--- src/isnc_pkg.sv ---
package isnc_pkg;

  // Decoded command set handed over by the text parser
  typedef enum logic [3:0] {
    OP_STATUS_QUERY           = 4'h0,
    OP_OVERLOAD_QUERY         = 4'h1,
    OP_NET_ADDRESS_CMD        = 4'h2,
    OP_NET_MASK_CMD           = 4'h3,
    OP_NET_GATEWAY_CMD        = 4'h4,
    OP_NET_ACCESS_LOCK_CMD    = 4'h5,
    OP_NET_ACCESS_UNLOCK_CMD  = 4'h6,
    OP_IDENTITY_QUERY         = 4'h7,
    OP_FIRMWARE_VERSION_QUERY = 4'h8,
    OP_CAL_DATE_QUERY         = 4'h9,
    OP_NAME_CMD               = 4'hA,
    OP_FACTORY_DEFAULT_CMD    = 4'hB,
    OP_PER_CHANNEL_CMD        = 4'hC,
    OP_EXPAND_CMD             = 4'hD,
    OP_SWEEP_CMD              = 4'hE,
    OP_UNUSED                 = 4'hF
  } isnc_op_t;

  // Gray coded along IDLE -> RESP -> IDLE and IDLE -> NAME_RD
  typedef enum logic [1:0] {
    FSM_IDLE    = 2'h0,
    FSM_RESP    = 2'h1,
    FSM_NAME_WR = 2'h3,
    FSM_NAME_RD = 2'h2
  } isnc_fsm_t;

  // Bit positions of command_status_flags
  localparam int STS_DONE     = 0;
  localparam int STS_BAD_CMD  = 1;
  localparam int STS_BAD_ARG  = 2;
  localparam int STS_REF_UNLK = 3;
  localparam int STS_OUT_OVL  = 4;
  localparam int STS_TRIG_NEW = 5;
  localparam int STS_IN_OVL   = 6;
  localparam int STS_DATA_AV  = 7;

  // Octet arguments given to the address commands
  localparam logic [6:0] NET_ARGC = 7'h04;

  // Factory default network settings
  localparam logic [31:0] DEF_ADDR = 32'hA9FE_000A;
  localparam logic [31:0] DEF_MASK = 32'hFFFF_0000;
  localparam logic [31:0] DEF_GW   = 32'hA9FE_0001;

  // Arguments of the factory default command
  localparam logic [31:0] DFLT_ALL      = 32'h0000_0000;
  localparam logic [31:0] DFLT_KEEP_COM = 32'h0000_0001;

  // Overload threshold in percent of full scale
  localparam logic [8:0] OVL_LIMIT_PCT = 9'h12C;
  localparam logic [8:0] PCT_FULL      = 9'h064;

  // Weights that pack day, month and year as a decimal number
  localparam logic [31:0] DATE_DAY_W = 32'h0000_2710;
  localparam logic [31:0] DATE_MON_W = 32'h0000_0064;

  // Classful boundaries for the derived mask
  localparam logic [7:0] CLASS_B_FIRST = 8'h80;
  localparam logic [7:0] CLASS_C_FIRST = 8'hC0;

endpackage

--- src/isnc_ovl_det.sv ---
`timescale 1ns/1ns
module isnc_ovl_det #(
  parameter int W = 16,
  parameter bit INCLUSIVE = 1'b0
) (
  // Output value and its full scale
  input wire logic signed [W-1:0] value_i,
  input wire logic [W-1:0] full_scale_i,
  // Overload flag
  output logic ovl_o
);
  import isnc_pkg::*;

  if (W < 2 || W > 48) begin : g_chk
    $error("isnc_ovl_det width out of range");
  end

  logic signed [W:0] ext;
  logic [W:0] mag;
  logic [W+9:0] lhs;
  logic [W+9:0] rhs;

  assign ext = {value_i[W-1], value_i};
  assign mag = ext[W] ? (-ext) : ext;
  // Widened so neither product can wrap
  assign lhs = (W+10)'(mag) * (W+10)'(PCT_FULL);
  assign rhs = (W+10)'(full_scale_i) * (W+10)'(OVL_LIMIT_PCT);
  assign ovl_o = INCLUSIVE ? (lhs >= rhs) : (lhs > rhs);
endmodule // isnc_ovl_det

--- src/isnc_net_default.sv ---
`timescale 1ns/1ns
module isnc_net_default (
  // Address being written
  input wire logic [31:0] addr_i,
  // Derived mask and gateway
  output logic [31:0] mask_o,
  output logic [31:0] gw_o
);
  import isnc_pkg::*;

  always_comb begin
    if (addr_i[31:24] < CLASS_B_FIRST) begin
      mask_o = 32'hFF00_0000;
    end else if (addr_i[31:24] < CLASS_C_FIRST) begin
      mask_o = 32'hFFFF_0000;
    end else begin
      mask_o = 32'hFFFF_FF00;
    end
    // First host of the subnet
    gw_o = (addr_i & mask_o) | 32'h0000_0001;
  end
endmodule // isnc_net_default

--- src/isnc_core.sv ---
`timescale 1ns/1ns
// Summary of operation
// - Status query returns done, invalid, param, unlock
// - Status bits five to seven: trigger, input, data
// - Status bit four is any output overload
// - Overload bits zero-three flag demodulator outputs
// - Overload bits four-seven flag auxiliary outputs
// - Address command reports active or stores static address
// - Address write rederives default mask and gateway
// - Mask command reports active or stores static mask
// - Gateway command reports active or stores static gateway
// - Stored settings apply only in static mode
// - Lock admits only the locking network host
// - Unlock admits every host again
// - Identity and firmware version queries return constants
// - Calibration date returns day, month, year digits
// - Name command stores or returns up to 64 chars
// - Default zero restores all, one keeps comms
// - Dual modes need channel suffix, no expand/sweep
module isnc_core #(
  parameter int VW = 16,
  parameter int NAME_MAX = 64,
  parameter logic [15:0] MODEL_CODE = 16'h0101, // Arbitrary value
  parameter logic [15:0] FW_VERSION = 16'h0001,
  parameter logic [7:0] CAL_DAY = 8'h01,
  parameter logic [7:0] CAL_MONTH = 8'h01,
  parameter logic [7:0] CAL_YEAR = 8'h00
) (
  // Clock and reset
  input wire logic clk_i,
  input wire logic sys_rst_i,
  // Decoded command from the parser
  input wire logic cmd_valid_i,
  output logic cmd_ready_o,
  input wire isnc_pkg::isnc_op_t cmd_op_i,
  input wire logic [1:0] cmd_chan_i,
  input wire logic [6:0] cmd_argc_i,
  input wire logic [31:0] cmd_arg_i,
  input wire logic cmd_from_net_i,
  input wire logic [31:0] cmd_src_addr_i,
  // Name characters following a name write
  input wire logic char_valid_i,
  input wire logic [7:0] char_i,
  // Response to the parser
  output logic rsp_valid_o,
  input wire logic rsp_ready_i,
  output logic [31:0] rsp_data_o,
  output logic rsp_last_o,
  // Forwarded per-channel, expand and sweep commands
  output logic fwd_valid_o,
  output isnc_pkg::isnc_op_t fwd_op_o,
  output logic [1:0] fwd_chan_o,
  // Instrument condition
  input wire logic ref_unlock_i,
  input wire logic adc_trig_done_i,
  input wire logic in_ovl_i,
  input wire logic data_avail_i,
  input wire logic dual_mode_i,
  input wire logic [3:0] aux_ovl_i,
  input wire logic signed [VW-1:0] out_x1_i,
  input wire logic signed [VW-1:0] out_y1_i,
  input wire logic signed [VW-1:0] out_x2_i,
  input wire logic signed [VW-1:0] out_y2_i,
  input wire logic [VW-1:0] full_scale_i,
  // Network side
  input wire logic static_mode_i,
  input wire logic [31:0] dyn_addr_i,
  input wire logic [31:0] dyn_mask_i,
  input wire logic [31:0] dyn_gw_i,
  input wire logic [31:0] conn_addr_i,
  output logic net_conn_ok_o,
  output logic [31:0] net_addr_o,
  output logic [31:0] net_mask_o,
  output logic [31:0] net_gw_o,
  // Visible flags
  output logic [7:0] status_flags_o,
  output logic [7:0] overload_flags_o
);
  import isnc_pkg::*;

  if (NAME_MAX < 1 || NAME_MAX > 127) begin : g_chk_name
    $error("isnc_core NAME_MAX out of range");
  end

  typedef struct packed {
    isnc_fsm_t fsm;
    logic done;
    logic bad_cmd;
    logic bad_arg;
    logic trig_new;
    logic [7:0] ovl;
    logic [31:0] addr;
    logic [31:0] mask;
    logic [31:0] gw;
    logic locked;
    logic [31:0] lock_addr;
    logic [6:0] name_len;
    logic [6:0] name_idx;
    logic [NAME_MAX-1:0][7:0] name;
    logic [31:0] rsp_data;
    logic rsp_valid;
    logic rsp_last;
    logic fwd_valid;
    isnc_op_t fwd_op;
    logic [1:0] fwd_chan;
    logic [31:0] act_addr;
    logic [31:0] act_mask;
    logic [31:0] act_gw;
  } isnc_core_t;

  isnc_core_t q;
  isnc_core_t next_q;

  logic [3:0] demod_ovl;
  logic [31:0] dflt_mask;
  logic [31:0] dflt_gw;
  logic net_ok;
  logic cmd_take;
  logic chan_ok;
  logic [7:0] status_byte;
  logic [31:0] cal_date;
  logic reply_en;
  logic [31:0] reply_val;
  logic signed [VW-1:0] demod_val [4];

  assign demod_val[0] = out_x1_i;
  assign demod_val[1] = out_y1_i;
  assign demod_val[2] = out_x2_i;
  assign demod_val[3] = out_y2_i;

  // Second demodulator limits are inclusive, first are strict
  for (genvar i = 0; i < 4; i++) begin : g_ovl
    isnc_ovl_det #(
      .W(VW),
      .INCLUSIVE(i >= 2)
    ) u_det (
      .value_i(demod_val[i]),
      .full_scale_i(full_scale_i),
      .ovl_o(demod_ovl[i])
    );
  end

  isnc_net_default u_dflt (
    .addr_i(cmd_arg_i),
    .mask_o(dflt_mask),
    .gw_o(dflt_gw)
  );

  // Locked link filters both connections and commands
  assign net_conn_ok_o = !q.locked || (conn_addr_i == q.lock_addr);
  assign net_ok = !cmd_from_net_i || !q.locked ||
                  (cmd_src_addr_i == q.lock_addr);
  assign cmd_ready_o = (q.fsm == FSM_IDLE);
  assign cmd_take = cmd_valid_i && cmd_ready_o;
  assign chan_ok = dual_mode_i ? (cmd_chan_i == 2'h1 || cmd_chan_i == 2'h2)
                               : (cmd_chan_i == 2'h0);

  always_comb begin
    status_byte = 8'h00;
    status_byte[STS_DONE] = q.done;
    status_byte[STS_BAD_CMD] = q.bad_cmd;
    status_byte[STS_BAD_ARG] = q.bad_arg;
    status_byte[STS_REF_UNLK] = ref_unlock_i;
    status_byte[STS_OUT_OVL] = |q.ovl;
    status_byte[STS_TRIG_NEW] = q.trig_new;
    status_byte[STS_IN_OVL] = in_ovl_i;
    status_byte[STS_DATA_AV] = data_avail_i || q.rsp_valid;
  end

  assign cal_date = 32'(CAL_DAY) * DATE_DAY_W +
                    32'(CAL_MONTH) * DATE_MON_W + 32'(CAL_YEAR);

  always_comb begin
    next_q = q;
    reply_en = 1'b0;
    reply_val = 32'h0000_0000;
    next_q.fwd_valid = 1'b0;
    next_q.ovl = {aux_ovl_i, demod_ovl};
    if (adc_trig_done_i) begin
      next_q.trig_new = 1'b1;
    end
    // Settings reach the network stack only in static mode
    next_q.act_addr = static_mode_i ? q.addr : dyn_addr_i;
    next_q.act_mask = static_mode_i ? q.mask : dyn_mask_i;
    next_q.act_gw = static_mode_i ? q.gw : dyn_gw_i;
    unique case (q.fsm)
      FSM_IDLE: begin
        if (cmd_take && net_ok) begin
          next_q.done = 1'b1;
          next_q.bad_cmd = 1'b0;
          next_q.bad_arg = 1'b0;
          unique case (cmd_op_i)
            OP_STATUS_QUERY: begin
              reply_en = 1'b1;
              reply_val = {24'h00_0000, status_byte};
              // A trigger in the reading cycle survives the clear
              next_q.trig_new = adc_trig_done_i;
            end
            OP_OVERLOAD_QUERY: begin
              reply_en = 1'b1;
              reply_val = {24'h00_0000, q.ovl};
            end
            OP_NET_ADDRESS_CMD: begin
              if (cmd_argc_i == 7'h00) begin
                reply_en = 1'b1;
                reply_val = q.act_addr;
              end else if (cmd_argc_i == NET_ARGC) begin
                next_q.addr = cmd_arg_i;
                next_q.mask = dflt_mask;
                next_q.gw = dflt_gw;
              end else begin
                next_q.bad_arg = 1'b1;
              end
            end
            OP_NET_MASK_CMD: begin
              if (cmd_argc_i == 7'h00) begin
                reply_en = 1'b1;
                reply_val = q.act_mask;
              end else if (cmd_argc_i == NET_ARGC) begin
                next_q.mask = cmd_arg_i;
              end else begin
                next_q.bad_arg = 1'b1;
              end
            end
            OP_NET_GATEWAY_CMD: begin
              if (cmd_argc_i == 7'h00) begin
                reply_en = 1'b1;
                reply_val = q.act_gw;
              end else if (cmd_argc_i == NET_ARGC) begin
                next_q.gw = cmd_arg_i;
              end else begin
                next_q.bad_arg = 1'b1;
              end
            end
            OP_NET_ACCESS_LOCK_CMD: begin
              // Only meaningful when it came over the network
              if (cmd_from_net_i) begin
                next_q.locked = 1'b1;
                next_q.lock_addr = cmd_src_addr_i;
              end
            end
            OP_NET_ACCESS_UNLOCK_CMD: begin
              if (cmd_from_net_i) begin
                next_q.locked = 1'b0;
              end
            end
            OP_IDENTITY_QUERY: begin
              reply_en = 1'b1;
              reply_val = {16'h0000, MODEL_CODE};
            end
            OP_FIRMWARE_VERSION_QUERY: begin
              reply_en = 1'b1;
              reply_val = {16'h0000, FW_VERSION};
            end
            OP_CAL_DATE_QUERY: begin
              reply_en = 1'b1;
              reply_val = cal_date;
            end
            OP_NAME_CMD: begin
              if (cmd_argc_i == 7'h00) begin
                next_q.name_idx = 7'h00;
                next_q.rsp_valid = 1'b1;
                next_q.rsp_data = (q.name_len == 7'h00) ? 32'h0000_0000
                                : {24'h00_0000, q.name[0]};
                next_q.rsp_last = (q.name_len <= 7'h01);
                next_q.fsm = FSM_NAME_RD;
              end else if (cmd_argc_i <= 7'(NAME_MAX)) begin
                next_q.name_idx = 7'h00;
                next_q.name_len = cmd_argc_i;
                next_q.fsm = FSM_NAME_WR;
              end else begin
                next_q.bad_arg = 1'b1;
              end
            end
            OP_FACTORY_DEFAULT_CMD: begin
              if (cmd_arg_i == DFLT_ALL) begin
                next_q.addr = DEF_ADDR;
                next_q.mask = DEF_MASK;
                next_q.gw = DEF_GW;
                next_q.locked = 1'b0;
                next_q.name_len = 7'h00;
              end else if (cmd_arg_i == DFLT_KEEP_COM) begin
                next_q.name_len = 7'h00;
              end else begin
                next_q.bad_arg = 1'b1;
              end
            end
            OP_PER_CHANNEL_CMD: begin
              if (chan_ok) begin
                next_q.fwd_valid = 1'b1;
                next_q.fwd_op = cmd_op_i;
                next_q.fwd_chan = cmd_chan_i;
              end else begin
                next_q.bad_cmd = 1'b1;
              end
            end
            OP_EXPAND_CMD, OP_SWEEP_CMD: begin
              if (!dual_mode_i && cmd_chan_i == 2'h0) begin
                next_q.fwd_valid = 1'b1;
                next_q.fwd_op = cmd_op_i;
                next_q.fwd_chan = 2'h0;
              end else begin
                next_q.bad_cmd = 1'b1;
              end
            end
            OP_UNUSED: begin
              next_q.bad_cmd = 1'b1;
            end
          endcase
          if (reply_en) begin
            next_q.rsp_valid = 1'b1;
            next_q.rsp_data = reply_val;
            next_q.rsp_last = 1'b1;
            next_q.fsm = FSM_RESP;
          end
        end
      end
      FSM_RESP: begin
        if (rsp_ready_i) begin
          next_q.rsp_valid = 1'b0;
          next_q.rsp_last = 1'b0;
          next_q.fsm = FSM_IDLE;
        end
      end
      FSM_NAME_WR: begin
        if (char_valid_i) begin
          next_q.name[q.name_idx] = char_i;
          next_q.name_idx = q.name_idx + 7'h01;
          if (q.name_idx + 7'h01 == q.name_len) begin
            next_q.fsm = FSM_IDLE;
          end
        end
      end
      FSM_NAME_RD: begin
        if (rsp_ready_i) begin
          if (q.rsp_last) begin
            next_q.rsp_valid = 1'b0;
            next_q.rsp_last = 1'b0;
            next_q.fsm = FSM_IDLE;
          end else begin
            next_q.name_idx = q.name_idx + 7'h01;
            next_q.rsp_data = {24'h00_0000, q.name[q.name_idx + 7'h01]};
            next_q.rsp_last = (q.name_idx + 7'h02 >= q.name_len);
          end
        end
      end
    endcase
  end

  always_ff @(posedge clk_i) begin
    if (sys_rst_i) begin
      q <= '0;
      q.fsm <= FSM_IDLE;
      q.addr <= DEF_ADDR;
      q.mask <= DEF_MASK;
      q.gw <= DEF_GW;
      q.fwd_op <= OP_STATUS_QUERY;
    end else begin
      q <= next_q;
    end
  end

  assign rsp_valid_o = q.rsp_valid;
  assign rsp_data_o = q.rsp_data;
  assign rsp_last_o = q.rsp_last;
  assign fwd_valid_o = q.fwd_valid;
  assign fwd_op_o = q.fwd_op;
  assign fwd_chan_o = q.fwd_chan;
  assign net_addr_o = q.act_addr;
  assign net_mask_o = q.act_mask;
  assign net_gw_o = q.act_gw;
  assign status_flags_o = status_byte;
  assign overload_flags_o = q.ovl;
endmodule // isnc_core

--- config.mk ---
export PLATFORM = sky130hd
export DESIGN_NAME = isnc_core
export DESIGN_NICKNAME = d
export VERILOG_FILES = /design/src/isnc_pkg.sv /design/src/isnc_ovl_det.sv /design/src/isnc_net_default.sv /design/src/isnc_core.sv
export SDC_FILE = /design/constraint.sdc
export NUM_CORES = 2
export LEC_CHECK = 0
export ABC_AREA = 1
export BUFFER_PORTS_ARGS = -buffer_cell sky130_fd_sc_hd__buf_2
export CORE_UTILIZATION = 40
export CTS_CLUSTER_DIAMETER = 200
export DETAILED_ROUTE_END_ITERATION = 7
export PLACE_DENSITY_LB_ADDON = 0.25
export SYNTH_ARGS = -nofsm -noshare
export SYNTH_HDL_FRONTEND = slang
export SYNTH_SLANG_ARGS = --single-unit
--- constraint.sdc ---
create_clock -name clk_i -period 5 [get_ports clk_i]
set_input_delay 0.25 -clock clk_i [delete_from_list [all_inputs] [get_ports clk_i]]
set_output_delay 0.25 -clock clk_i [all_outputs]
set_load 0.03 [all_outputs]
==> qor.csv <==
stage;metric;value;unit
run_status;outcome;finished clean;
yosys;Synth Cell Area;50300;sq um
sta;final number of setup-violating endpoints;0;
worst_setup_path;crit start category;input pin;
placed_design;port bufs;463;
sta;fin crit period;4.45;ns
worst_setup_path;Setup crit end kind;register;
worst_setup_path;Crit path required time;5.55;ns
worst_setup_path;R2R Setup Slk;1.48;ns
worst_setup_path;FF-to-FF End;rsp_data_o[3];
clocking;total CTS buffers;92;
yosys;Synth warnings;0;
floorplan;Die Span Y;356;um
worst_setup_path;Critical Path Source;out_y1_i[4];
routing;Post-Route WL;176;mm
run;Max Cap Violations;0;
placed_design;dpl hpwl;123;mm
floorplan;Site Rows;129;
sta;Max Freq;225;MHz
sta;max-slew violations;0;
sta;Layout Skew;0.0342;ns
routing;drt pass-1 iters;6;
routing;number of routed nets with antenna violations;0;
yosys;Top FF cell, synth;dfxtp_1;
worst_setup_path;CP Max Fanout;4;
power;Final Power;26.2;mW
power;switch share;41.8;%
yosys;Post-synth ARST share;0;%
yosys;sequential area share after synthesis;32.1;%
routing;met3 WL post-DR;12.5;mm
sta;hold slack;0.0514;ns
sta;Slew headroom;17.3;%
clocking;H-tree levels;3;
routing;top routing layer in use;met5;
grt;first-pass GRT wire length;269;mm
clocking;root buffer cell;clkbuf_16;
clocking;CTS-repair resized insts;0;
worst_setup_path;largest stage delay on the critical path;0.49;ns
clocking;worst-case clock buffer depth;3;
floorplan;Die X;356;um
sta;final hold viol count;0;
yosys;main area contributors after synthesis;dfxtp_1 32%, nor2_1 11%, ha_1 9.6%, o21ai_0 8.7%, nand2_1 5.6%;
clocking;hold_buf cts;185;
layout;area grow syn2layout;16.0;%
grt;Total GRT Usage;26.7;%
sta;worst-margin pin slew;1.24;ns
floorplan;Initial Util;40.5;%
grt;vias in the first global route;46677;
min_path;Hold Crit Endpoint;net_addr_o[28];
yosys;Synth top area share;32.1;%
min_path;WHS Path Cells;3;
yosys;Yosys reg bits;806;
yosys;Post-synth EDFFs;0;
power;combinational share of power;46.7;%
grt;largest net degree at the start of global routing;246;
power;Pleak;26.5;nW
routing;Routed met1 length;77.8;mm
floorplan;Placeable Area;124000;sq um
power;clock network fraction of total power;27.3;%
power;P per Cell Area;449;nW/um^2
yosys;Synth Instances;7210;
worst_setup_path;Reg-to-Reg Start;q[649];
routing;vias per cell;5.32;
clocking;Clock Sinks;806;
sta;RSZ-0062 raised after global routing;false;
placed_design;Placer Congestion;0.947;
worst_setup_path;Slowest cell on crit path;fa_1;
routing;number of remaining DRC errors;0;
yosys;Yosys cell types;54;
power;net switching power;10.9;mW
layout;Fill cells;12638;
layout;design area;58300;sq um
worst_setup_path;Most common cell on crit path;nor2_1;
layout;Core Util, Final;47.0;%
worst_setup_path;CP Class;in -> reg;
worst_setup_path;WP data arrival;4.99;ns
placed_design;Setup WS pre-CTS;-0.0879;ns
worst_setup_path;Register-to-Register Path Depth;12;
routing;drt initial violations;4763;
placed_design;Placed Instance Area;53300;sq um
power;Seq pwr share;26.0;%
yosys;count leader, synth;nor2_1;
yosys;syn_area_per_cell;6.97;sq um
floorplan;IO Count;464;
clocking;CTS tree;yes;
routing;routed len/inst;18.9;um
power;peak supply drop;388;uV
clocking;Worst-Skew Late Latency;0.67;ns
min_path;Worst Hold Launch;dyn_addr_i[28];
power;P_int;15.2;mW
yosys;Post-synth top cells;1486 x nor2_1, 876 x o21ai_0, 806 x dfxtp_1, 750 x nand2_1, 644 x inv_1;
clocking;postcts setup bufs;0;
grt;initial antenna violation count;9;
routing;DR vias;49503;
floorplan;die footprint;127000;sq um
routing;DR WL met2;79.2;mm
sta;period utilization;88.9;%
layout;Layout Nets;8349;
grt;GRT Residual Overflow;0;
clocking;Worst-path clk slew;0.07;ns
layout;ratio of cells with drive above 1 in the final layout;11.8;%
sta;final worst setup slack;0.553;ns
yosys;cell type with the largest total area after synthesis;dfxtp_1;
min_path;Hold Crit Class;in -> reg;
-- power groups by stage --
stage	sequential [mW]	combinational (mW)	clock (mW)
final	6.79	12.2	7.14
after global routing	6.81	13.7	7.46
after CTS	6.79	12.2	7.21
after global placement	6.93	11.8	0
after detailed placement	6.93	12.0	0
after floorplan	6.81	8.17	0
-- cell families after synthesis --
family	Yosys count	synth area share (%)
adders and majority gates	452	12.2
and+or+nand+nor	2945	24.4
DFF	806	32.1
xor gates and xnor gates	224	3.90
buffers and inverters	1210	10.5
AOI/OAI and AO/OA	1571	16.8
other	2	0.0149
-- worst max-delay path, delay by kind of cell --
family                   cells  cell delay (ns)
buffers and inverters        5             0.36
AO/OA/AOI/OAI                6             0.92
XOR/XNOR                     2             0.44
adder cells (fa/ha/maj)      5             1.68
AND/OR/NAND/NOR             11             1.34
-- area by class of cell --
class	count	area, sq um	area share, %
multi-input cells	5204	28900	49.6
flip-flops and latches	806	16100	27.7
inverters	681	2570	4.42
clock inverters	35	464	0.796
diodes	6	15.0	0.0258
clock buffers	131	2710	4.65
repair buffers	803	5440	9.33
well taps	1637	2050	3.51
-- cells in the final DEF (no fill, tap or decap), types with 13 or more instances in the layout --
cell and n:
nor2_1 1486, o21ai_0 876, dfxtp_1 805, nand2_1 749
inv_1 641, a21oi_1 503, nand3_1 487, buf_2 462
ha_1 386, dlygate4sd3_1 185, buf_4 147, xor2_1 146
clkbuf_16 94, nand4_1 91, xnor2_1 78, o211ai_1 78
fa_1 65, nor3_1 43, inv_2 33, o211ai_2 27
nor2_2 26, clkbuf_8 22, clkinv_2 18, clkbuf_1 15
nor4_1 14, or2_2 13, nor2_4 13
-- through the flow --
step                      TNS, ns  std cells
after detailed placement   -0.180       8946
after global routing            0       9299
final                           0       9303
after CTS                       0       9297
after floorplan                 0       7220
after global placement          0       8946
-- metal layers --
layer / vias to the layer above / global-route usage, %
met1: 23191 / 36.0
met2: 1708 / 42.8
met4: 6 / 9.21
met5: - / 0
li1: 24270 / -
met3: 328 / 4.50
-- worst max path at each step --
| stage | depth (start not counted) | slack, ns | endpoint |
|---|---|---|---|
| 2_1_floorplan | 27 | 0.38 | overload_flags_o[1] |
| 3_3_place_gp | 26 | 0.0008 | overload_flags_o[0] |
| 3_5_place_dp | 26 | -0.09 | overload_flags_o[0] |
| 4_1_cts | 26 | 0.62 | overload_flags_o[0] |
| 5_1_grt | 29 | 0.05 | overload_flags_o[1] |
| 6_report | 29 | 0.55 | overload_flags_o[1] |
Note: power is estimated with default switching activity, not from simulation.
